### src/design/cfgsp_map.vh
// Constants for the configurable-pin serial port: frame and word sizes,
// pin function codes, buffering depth and host clock limits.
// Assumes it is included by bare name from each design file that needs it.
`ifndef CFGSP_MAP_VH
`define CFGSP_MAP_VH

// frame and word layout
`define CFGSP_WORD_W        16
`define CFGSP_FRAME_BITS    5'h10
`define CFGSP_LAST_BIT      5'h0f
`define CFGSP_CNT_W         5
`define CFGSP_MSB           15

// reset values
`define CFGSP_IDLE_WORD     16'h0000
`define CFGSP_CNT_RST       5'h00

// buffering
`define CFGSP_FIFO_DEPTH    32

// pins and per-pin function codes, two bits per pin
`define CFGSP_PIN_COUNT     8
`define CFGSP_BUSY_PIN      7
`define CFGSP_MODE_DAC      2'h0
`define CFGSP_MODE_ADC      2'h1
`define CFGSP_MODE_DIN      2'h2
`define CFGSP_MODE_DOUT     2'h3

// synchroniser depth for everything arriving from pins
`define CFGSP_SYNC_STAGES   2

// clock rates in MHz: local clock and the host limits on the serial clock
`define CFGSP_MCLK_MHZ      50
`define CFGSP_SCLK_WR_MHZ   50
`define CFGSP_SCLK_RD_MHZ   20

`endif

### src/design/cfgsp_fifo.v
// Synchronous first-word-fall-through FIFO with valid/ready on both sides.
// Assumes one clock for both sides; depth is a power of two.
`timescale 1ns/1ns
`default_nettype none

module cfgsp_fifo #(
	parameter WIDTH = 16,
	parameter DEPTH = 32
) (
	// clock and reset
	input  wire             clk_i,
	input  wire             rst_n_i,
	// filling side
	input  wire             wr_valid_i,
	input  wire [WIDTH-1:0] wr_data_i,
	output wire             wr_ready_o,
	// draining side
	output wire             rd_valid_o,
	output wire [WIDTH-1:0] rd_data_o,
	input  wire             rd_ready_i
);

	localparam AW = $clog2(DEPTH);
	localparam [AW:0] FULL_CNT = DEPTH;

	reg [WIDTH-1:0] mem_q [0:DEPTH-1];
	reg [AW-1:0]    wr_ptr_q;
	reg [AW-1:0]    rd_ptr_q;
	reg [AW:0]      count_q;

	wire push = wr_valid_i & wr_ready_o;
	wire pop  = rd_valid_o & rd_ready_i;

	assign wr_ready_o = (count_q != FULL_CNT);
	assign rd_valid_o = (count_q != {(AW+1){1'b0}});
	assign rd_data_o  = mem_q[rd_ptr_q];

	always @(posedge clk_i) begin
		if (push) begin
			mem_q[wr_ptr_q] <= wr_data_i;
		end
	end

	always @(posedge clk_i) begin
		if (!rst_n_i) begin
			wr_ptr_q <= {AW{1'b0}};
			rd_ptr_q <= {AW{1'b0}};
			count_q  <= {(AW+1){1'b0}};
		end else begin
			if (push) begin
				wr_ptr_q <= wr_ptr_q + 1'b1;
			end
			if (pop) begin
				rd_ptr_q <= rd_ptr_q + 1'b1;
			end
			if (push && !pop) begin
				count_q <= count_q + 1'b1;
			end else if (pop && !push) begin
				count_q <= count_q - 1'b1;
			end
		end
	end

endmodule

`default_nettype wire

### src/design/cfgsp_sync.v
// Multi-bit two-stage level synchroniser into the local clock domain.
// Assumes each bit is an independent level; no word coherency is promised.
`timescale 1ns/1ns
`default_nettype none

module cfgsp_sync #(
	parameter WIDTH = 1
) (
	// clock and reset
	input  wire             clk_i,
	input  wire             rst_n_i,
	// asynchronous in, synchronised out
	input  wire [WIDTH-1:0] d_i,
	output wire [WIDTH-1:0] q_o
);

	reg [WIDTH-1:0] meta_q;
	reg [WIDTH-1:0] sync_q;

	// the first stage feeds the second stage only
	always @(posedge clk_i) begin
		if (!rst_n_i) begin
			meta_q <= {WIDTH{1'b0}};
			sync_q <= {WIDTH{1'b0}};
		end else begin
			meta_q <= d_i;
			sync_q <= meta_q;
		end
	end

	assign q_o = sync_q;

endmodule

`default_nettype wire

### src/design/cfgsp_top.v
// Serial slave port and pin-function logic of the configurable converter/GPIO device.
// Assumes all link and pin inputs are asynchronous and oversampled by mclk_i;
// converter, readback and temperature words come from same-clock logic.
`timescale 1ns/1ns
`default_nettype none
`include "cfgsp_map.vh"

module cfgsp_top (
	// clock and reset
	input  wire        mclk_i,
	input  wire        rst_n_i,
	// serial link pins
	input  wire        sync_n_i,
	input  wire        sclk_i,
	input  wire        serial_in_line_i,
	output wire        serial_out_line_o,
	// received words towards the register logic
	output wire [15:0] rx_data_o,
	output wire        rx_valid_o,
	input  wire        rx_ready_i,
	output wire        rx_overrun_o,
	output wire        frame_abort_o,
	// outgoing word sources
	input  wire [15:0] adc_data_i,
	input  wire        adc_valid_i,
	output wire        adc_ack_o,
	input  wire [15:0] rdbk_data_i,
	input  wire        rdbk_valid_i,
	output wire        rdbk_ack_o,
	input  wire [15:0] temp_data_i,
	input  wire        temp_valid_i,
	output wire        temp_ack_o,
	// pin configuration and data from the register logic
	input  wire [15:0] pin_mode_i,
	input  wire [7:0]  gpio_out_i,
	input  wire        busy_on_pin8_i,
	input  wire        adc_busy_i,
	// configurable pins
	input  wire [6:0]  config_pins_low_seven_i,
	output wire [6:0]  config_pins_low_seven_o,
	output wire [6:0]  config_pins_low_seven_oe_o,
	input  wire        config_pin_eight_i,
	output wire        config_pin_eight_o,
	output wire        config_pin_eight_oe_o,
	// per-pin function enables and sampled digital inputs
	output wire [7:0]  dac_en_o,
	output wire [7:0]  adc_en_o,
	output wire [7:0]  gpio_in_o
);

	localparam [2:0] ST_IDLE  = 3'h1;
	localparam [2:0] ST_SHIFT = 3'h2;
	localparam [2:0] ST_DONE  = 3'h4;

	////////////////////////////////////////////////////////////////////////////////
	// synchronisers

	wire       cs_n_s;
	wire       sclk_s;
	wire       sdi_s;
	wire [7:0] pin_s;

	cfgsp_sync #(
		.WIDTH (3)
	) u_link_sync (
		.clk_i   (mclk_i),
		.rst_n_i (rst_n_i),
		.d_i     ({sync_n_i, sclk_i, serial_in_line_i}),
		.q_o     ({cs_n_s, sclk_s, sdi_s})
	);

	cfgsp_sync #(
		.WIDTH (`CFGSP_PIN_COUNT)
	) u_pin_sync (
		.clk_i   (mclk_i),
		.rst_n_i (rst_n_i),
		.d_i     ({config_pin_eight_i, config_pins_low_seven_i}),
		.q_o     (pin_s)
	);

	////////////////////////////////////////////////////////////////////////////////
	// edge detection on the sampled link

	reg cs_n_prev_q;
	reg sclk_prev_q;

	wire cs_fall  = cs_n_prev_q & ~cs_n_s;
	wire cs_rise  = ~cs_n_prev_q & cs_n_s;
	wire sck_fall = sclk_prev_q & ~sclk_s;
	wire sck_rise = ~sclk_prev_q & sclk_s;

	always @(posedge mclk_i) begin
		if (!rst_n_i) begin
			// the synchroniser resets to 0, so match it here to avoid a false select fall
			cs_n_prev_q <= 1'b0;
			sclk_prev_q <= 1'b0;
		end else begin
			cs_n_prev_q <= cs_n_s;
			sclk_prev_q <= sclk_s;
		end
	end

	////////////////////////////////////////////////////////////////////////////////
	// outgoing word holding register

	reg        hold_q;
	reg [15:0] hold_data_q;
	reg        adc_ack_q;
	reg        rdbk_ack_q;
	reg        temp_ack_q;
	reg [2:0]  state_q;
	reg [2:0]  state_d;

	wire        take_hold = cs_fall & state_q[0];
	wire [15:0] load_word = hold_q ? hold_data_q : `CFGSP_IDLE_WORD;

	always @(posedge mclk_i) begin
		if (!rst_n_i) begin
			hold_q      <= 1'b0;
			hold_data_q <= `CFGSP_IDLE_WORD;
			adc_ack_q   <= 1'b0;
			rdbk_ack_q  <= 1'b0;
			temp_ack_q  <= 1'b0;
		end else begin
			adc_ack_q  <= 1'b0;
			rdbk_ack_q <= 1'b0;
			temp_ack_q <= 1'b0;
			// the held word is taken for shifting only at a select fall in idle, so the output stays coherent
			if (take_hold) begin
				hold_q <= 1'b0;
			end else if (!hold_q && !adc_ack_q && !rdbk_ack_q && !temp_ack_q) begin
				if (adc_valid_i) begin
					hold_q      <= 1'b1;
					hold_data_q <= adc_data_i;
					adc_ack_q   <= 1'b1;
				end else if (rdbk_valid_i) begin
					hold_q      <= 1'b1;
					hold_data_q <= rdbk_data_i;
					rdbk_ack_q  <= 1'b1;
				end else if (temp_valid_i) begin
					hold_q      <= 1'b1;
					hold_data_q <= temp_data_i;
					temp_ack_q  <= 1'b1;
				end
			end
		end
	end

	////////////////////////////////////////////////////////////////////////////////
	// frame state machine

	reg [4:0]  bit_cnt_q;
	reg [15:0] rx_sh_q;
	reg [15:0] tx_sh_q;
	reg        sdo_q;
	reg        fell_q;
	reg        done_q;
	reg        abort_q;

	always @* begin
		state_d = state_q;
		case (state_q)
			ST_IDLE: begin
				if (cs_fall) begin
					state_d = ST_SHIFT;
				end
			end
			ST_SHIFT: begin
				if (cs_rise) begin
					state_d = ST_IDLE;
				end else if (sck_fall && bit_cnt_q == `CFGSP_LAST_BIT) begin
					state_d = ST_DONE;
				end
			end
			ST_DONE: begin
				if (cs_rise) begin
					state_d = ST_IDLE;
				end
			end
			default: begin
				state_d = ST_IDLE;
			end
		endcase
	end

	always @(posedge mclk_i) begin
		if (!rst_n_i) begin
			state_q   <= ST_IDLE;
			bit_cnt_q <= `CFGSP_CNT_RST;
			rx_sh_q   <= `CFGSP_IDLE_WORD;
			tx_sh_q   <= `CFGSP_IDLE_WORD;
			sdo_q     <= 1'b0;
			fell_q    <= 1'b0;
			done_q    <= 1'b0;
			abort_q   <= 1'b0;
		end else begin
			state_q <= state_d;
			done_q  <= 1'b0;
			abort_q <= 1'b0;
			case (state_q)
				ST_IDLE: begin
					bit_cnt_q <= `CFGSP_CNT_RST;
					fell_q    <= 1'b0;
					if (cs_fall) begin
						sdo_q   <= load_word[`CFGSP_MSB];
						tx_sh_q <= {load_word[14:0], 1'b0};
					end
				end
				ST_SHIFT: begin
					if (cs_rise) begin
						abort_q <= 1'b1;
						sdo_q   <= 1'b0;
					end else if (sck_fall) begin
						bit_cnt_q <= bit_cnt_q + 1'b1;
						rx_sh_q   <= {rx_sh_q[14:0], sdi_s};
						fell_q    <= 1'b1;
						if (bit_cnt_q == `CFGSP_LAST_BIT) begin
							done_q <= 1'b1;
						end
					end else if (sck_rise && fell_q) begin
						sdo_q   <= tx_sh_q[`CFGSP_MSB];
						tx_sh_q <= {tx_sh_q[14:0], 1'b0};
						fell_q  <= 1'b0;
					end
				end
				ST_DONE: begin
					if (cs_rise) begin
						sdo_q <= 1'b0;
					end else if (sck_rise && fell_q) begin
						sdo_q   <= tx_sh_q[`CFGSP_MSB];
						tx_sh_q <= {tx_sh_q[14:0], 1'b0};
						fell_q  <= 1'b0;
					end
				end
				default: begin
					sdo_q <= 1'b0;
				end
			endcase
		end
	end

	////////////////////////////////////////////////////////////////////////////////
	// received word staging and buffering

	reg        pend_q;
	reg [15:0] pend_data_q;
	reg        overrun_q;
	wire       fifo_wr_ready;
	wire       fifo_rd_valid;
	wire [15:0] fifo_rd_data;
	reg        rx_valid_q;
	reg [15:0] rx_data_q;

	wire fifo_pop = fifo_rd_valid & (~rx_valid_q | rx_ready_i);

	// a full fifo stalls the staging word; only a second finished frame overruns
	always @(posedge mclk_i) begin
		if (!rst_n_i) begin
			pend_q      <= 1'b0;
			pend_data_q <= `CFGSP_IDLE_WORD;
			overrun_q   <= 1'b0;
		end else begin
			overrun_q <= 1'b0;
			if (done_q && (!pend_q || fifo_wr_ready)) begin
				pend_q      <= 1'b1;
				pend_data_q <= rx_sh_q;
			end else if (done_q) begin
				overrun_q <= 1'b1;
			end else if (pend_q && fifo_wr_ready) begin
				pend_q <= 1'b0;
			end
		end
	end

	cfgsp_fifo #(
		.WIDTH (`CFGSP_WORD_W),
		.DEPTH (`CFGSP_FIFO_DEPTH)
	) u_rx_fifo (
		.clk_i      (mclk_i),
		.rst_n_i    (rst_n_i),
		.wr_valid_i (pend_q),
		.wr_data_i  (pend_data_q),
		.wr_ready_o (fifo_wr_ready),
		.rd_valid_o (fifo_rd_valid),
		.rd_data_o  (fifo_rd_data),
		.rd_ready_i (fifo_pop)
	);

	always @(posedge mclk_i) begin
		if (!rst_n_i) begin
			rx_valid_q <= 1'b0;
			rx_data_q  <= `CFGSP_IDLE_WORD;
		end else if (fifo_pop) begin
			rx_valid_q <= 1'b1;
			rx_data_q  <= fifo_rd_data;
		end else if (rx_ready_i) begin
			rx_valid_q <= 1'b0;
		end
	end

	////////////////////////////////////////////////////////////////////////////////
	// per-pin function selection

	reg [7:0] pin_out_q;
	reg [7:0] pin_oe_q;
	reg [7:0] dac_en_q;
	reg [7:0] adc_en_q;
	reg [7:0] gpio_in_q;

	genvar gi;
	generate
		for (gi = 0; gi < `CFGSP_PIN_COUNT; gi = gi + 1) begin : g_pin
			wire [1:0] mode = pin_mode_i[2*gi+1:2*gi];
			wire       busy = (gi == `CFGSP_BUSY_PIN) && busy_on_pin8_i;
			always @(posedge mclk_i) begin
				if (!rst_n_i) begin
					pin_out_q[gi] <= 1'b0;
					pin_oe_q[gi]  <= 1'b0;
					dac_en_q[gi]  <= 1'b0;
					adc_en_q[gi]  <= 1'b0;
					gpio_in_q[gi] <= 1'b0;
				end else begin
					pin_out_q[gi] <= busy ? adc_busy_i : gpio_out_i[gi];
					pin_oe_q[gi]  <= busy | (mode == `CFGSP_MODE_DOUT);
					dac_en_q[gi]  <= ~busy & (mode == `CFGSP_MODE_DAC);
					adc_en_q[gi]  <= ~busy & (mode == `CFGSP_MODE_ADC);
					gpio_in_q[gi] <= ~busy & (mode == `CFGSP_MODE_DIN) & pin_s[gi];
				end
			end
		end
	endgenerate

	////////////////////////////////////////////////////////////////////////////////
	// outputs

	assign serial_out_line_o          = sdo_q;
	assign rx_data_o                  = rx_data_q;
	assign rx_valid_o                 = rx_valid_q;
	assign rx_overrun_o               = overrun_q;
	assign frame_abort_o              = abort_q;
	assign adc_ack_o                  = adc_ack_q;
	assign rdbk_ack_o                 = rdbk_ack_q;
	assign temp_ack_o                 = temp_ack_q;
	assign config_pins_low_seven_o    = pin_out_q[6:0];
	assign config_pins_low_seven_oe_o = pin_oe_q[6:0];
	assign config_pin_eight_o         = pin_out_q[7];
	assign config_pin_eight_oe_o      = pin_oe_q[7];
	assign dac_en_o                   = dac_en_q;
	assign adc_en_o                   = adc_en_q;
	assign gpio_in_o                  = gpio_in_q;

endmodule

`default_nettype wire

### config.mk
export PLATFORM = sky130hd
export DESIGN_NAME = cfgsp_top
export DESIGN_NICKNAME = d
export VERILOG_FILES = /design/src/design/cfgsp_fifo.v /design/src/design/cfgsp_sync.v /design/src/design/cfgsp_top.v
export VERILOG_INCLUDE_DIRS = /design/src /design/src/design
export SDC_FILE = /design/constraint.sdc
export NUM_CORES = 1
export LEC_CHECK = 0
export BUFFER_PORTS_ARGS = -buffer_cell sky130_fd_sc_hd__buf_2
export CORE_MARGIN = 1
export CORE_UTILIZATION = 50
export CTS_BUF_LIST = sky130_fd_sc_hd__clkbuf_2 sky130_fd_sc_hd__clkbuf_4 sky130_fd_sc_hd__clkbuf_8
export DETAILED_ROUTE_END_ITERATION = 10
export GPL_TIMING_DRIVEN = 0
export PLACE_DENSITY = 0.67
export SETUP_SLACK_MARGIN = 0.4
export SLEW_MARGIN = 0
export SYNTH_ARGS = -nofsm -noshare
export SYNTH_HDL_FRONTEND = slang
export SYNTH_HIERARCHICAL = 1
export SYNTH_SLANG_ARGS = --single-unit
### constraint.sdc
create_clock -name mclk_i -period 4.1 [get_ports mclk_i]
set_input_delay 0.205 -clock mclk_i [delete_from_list [all_inputs] [get_ports mclk_i]]
set_output_delay 0.205 -clock mclk_i [all_outputs]
set_load 0.05 [all_outputs]
==> impl_metrics.toml <==
[worst_setup_path]
required_ps = 4680
cp_data_arrival_time_ps = 4270
end_kind = "register"
critPathKind = "register to register"
cp-start-kind = "register"
crit_fanout = 12

[clock_network]
cts_tree = "yes"
clk_latency_ps = 720
numCtsBuffers = 109
numClockSinks = 695
cts_max_level = 3
cts_root_buf = "clkbuf_8"
clockBufferDepth = 3
clk_pin_slew_ps = 60

[power]
ir_drop_mv = 0.366
power_density_mw_per_mm2 = 509
power.total_mw = 16.2
total_leakage_power_nw = 10.9

[synth]
syn_nets = 1821
syn_avg_cell_area_um2 = 15.5
synth_edf_count = 512
ys_seq_area_frac = 0.716
synthFlopType = "edfxtp_1"
async_flop_share = 0
synth_cell_type_count = 64
yosysWarnings = 6
netlist_area_mm2 = 0.0266
postSynthCellCount = 1717
synth-seq-cells = 695

[global_route]
grt_pass1_wl_mm = 95.8
busiest_layer = "met2"
grt_pass1_vias = 16314
antenna_found_initial = 3
met2_usage = 0.399
grt.total_usage = 0.241
gr-usage-met3 = 0.0618
met1_usage = 0.305
grt_max_degree = 34
grt_overflow = 0

[timing]
skew_ps = 43.4
period_minus_slack_ps = 3690
max_freq_mhz = 271
max_slew.worst_pin.slew_ps = 1420
drv_slew = 0
slew_headroom = 0.0507
setup_violations = 0
worst_hold_slack_ps = 57.7
finalHoldViolations = 0
rsz0062_at_grt = "no"
min_period_over_period = 0.901

[layout]
regArea_mm2 = 0.0190
fillCellCount = 3940
fin_nets = 2193
multiInputGateArea_mm2 = 0.00713
finalNonFillerCells = 2873
drive_gt1_frac = 0.239
synthToLayoutAreaGrowth_pct = 19.5
stdcell_area_mm2 = 0.0318

[detailed_routing]
detail_route.wirelength_mm = 64.7
postRouteAntennaNets = 0
drt_first_pass_iters = 7
vias_per_cell = 5.62
via_count = 16146
drt_iter0_drc = 1342
drc = 0
wl_per_cell_um = 22.5

[floorplanning]
die_w_um = 233
io_pins = 154
start_util = 0.506
rows = 84
die_y_um = 233
core_mm2 = 0.0526
die-area_mm2 = 0.0541

[place]
dp.cells = 2575
place_area_mm2 = 0.0286
numPortBuffers = 151
place_congestion = 0.885
dpl.hpwl_mm = 41.4

[hold_path]
min_path_type = "primary input to register"

[job]
cap_viol_max_count = 0

[outcome]
status = "complete, no violations"
-- through the flow --
stage                      util  setup WS (ps)  TNS (ps)
after floorplan               -            639         0
after global placement    0.537           -129      -174
after detailed placement  0.544           -216      -392
after CTS                 0.604            491         0
after global routing      0.605            253         0
final                     0.605            405         0
-- power by group --
part	leakage [nW]	switching [mW]	internal (mW)
clock	1.19	2.68	3.15
combinational	3.44	1.63	0.991
sequential	6.24	0.103	7.62
-- synth_stat cells (14+ instances only) --
cell type	instances	area share
a31oi_1	16	0.0038
nand2_1	151	0.021
nand3_1	55	0.010
nand4_1	18	0.0042
mux2i_1	167	0.063
inv_1	15	0.0021
a21oi_1	58	0.011
o21ai_0	20	0.0038
mux4_2	64	0.054
nor3_1	14	0.0026
o31ai_1	16	0.0045
dfxtp_1	183	0.14
and2_1	20	0.0047
edfxtp_1	512	0.58
clkbuf_1	62	0.0087
a22oi_1	97	0.027
and3_1	14	0.0033
buf_2	21	0.0040
nor2_1	79	0.011
-- worst max-delay path, stage by stage, from the launching register on --
cell	delay [ps]
dfxtp_1	360
or4_4	530
buf_6	150
nor2_1	140
nand2_2	110
nand2_4	140
clkinv_2	130
buf_4	220
o31ai_4	120
ha_4	240
inv_1	120
ha_1	360
and4b_1	220
a311oi_1	350
o211ai_1	210
mux2i_1	150
-- cells in the final DEF, fill, tap and decap left out, types with 12 or more instances in the layout --
cell and instances:
o21ai_0 20, buf_2 172, dfxtp_1 176, clkinv_1 22, nor3_1 14, clkbuf_8 126
clkinv_2 14, nand2_1 149, and2_1 20, nand4_1 18, mux4_2 64, clkbuf_4 37
and2_2 12, nand3_1 55, buf_8 19, inv_1 15, nor2_2 32, a21oi_1 58
and3_1 14, dlygate4sd3_1 89, nor2_1 47, a31oi_1 16, edfxtp_1 512, o31ai_1 16
a22oi_1 97, mux2i_1 167, clkbuf_1 62
-- kinds of logic after synthesis --
group | after synthesis | synth area share
buf+inv | 120 | 0.0208
fa+ha+maj | 13 | 0.00640
flops | 695 | 0.716
xor+xnor | 9 | 0.00325
mux | 231 | 0.117
simple gates | 419 | 0.0783
compound gates | 230 | 0.0586
-- flip-flops by register name, summed over array words and instances (netlist names), 3 cells and up, named ones only --
signal and count:
adc_en_o 8, bit_cnt_q 5, config_pins_low_seven_o 7, config_pins_low_seven_oe_o 7, dac_en_o 8, gpio_in_o 8
hold_data_q 16, pend_data_q 16, rx_data_o 16, rx_sh_q 16, state_q 3, tx_sh_q 15
u_link_sync/meta_q 3, u_link_sync/q_o 3, u_pin_sync/meta_q 8, u_pin_sync/q_o 8, u_rx_fifo/count_q 6, u_rx_fifo/mem_q 512
u_rx_fifo/rd_ptr_q 5, u_rx_fifo/wr_ptr_q 5
-- per-layer routing --
metal / part of all wire / routed length (um)
met1: 0.40 / 25700
met5: 0.00019 / 12
met2: 0.49 / 31700
met4: 0.026 / 1700
met3: 0.087 / 5620
-- path summary, 6_finish.rpt --
kind	to	slack (ps)	depth (start not counted)	from
setup / recovery	u_rx_fifo/count_q[5]	410	15	u_rx_fifo/count_q[0]
setup reg to reg	u_rx_fifo/count_q[5]	410	15	u_rx_fifo/count_q[0]
hold / removal	adc_ack_o	60	4	adc_valid_i
hold reg to reg	u_link_sync/q_o[2]	430	1	u_link_sync/meta_q[2]
-- cell type report --
type / instances / area share
Multi-Input combinational cell: 902 / 0.224
Sequential cell: 695 / 0.599
Tap cell: 688 / 0.0271
Timing Repair Buffer: 261 / 0.0613
Buffer: 103 / 0.0155
Inverter: 17 / 0.00205
Clock buffer: 163 / 0.0633
Clock inverter: 43 / 0.00697
Antenna cell: 1 / 0.0000787
-- repair_timing --
item	in CTS	in global routing
hold endpoints to repair	76	0
endpoints found under the setup margin	4	3
setup buffers	0	2
hold buffers	89	0
resized for setup	6	5
pin swaps	0	2
(Power assumes the default switching activity.)
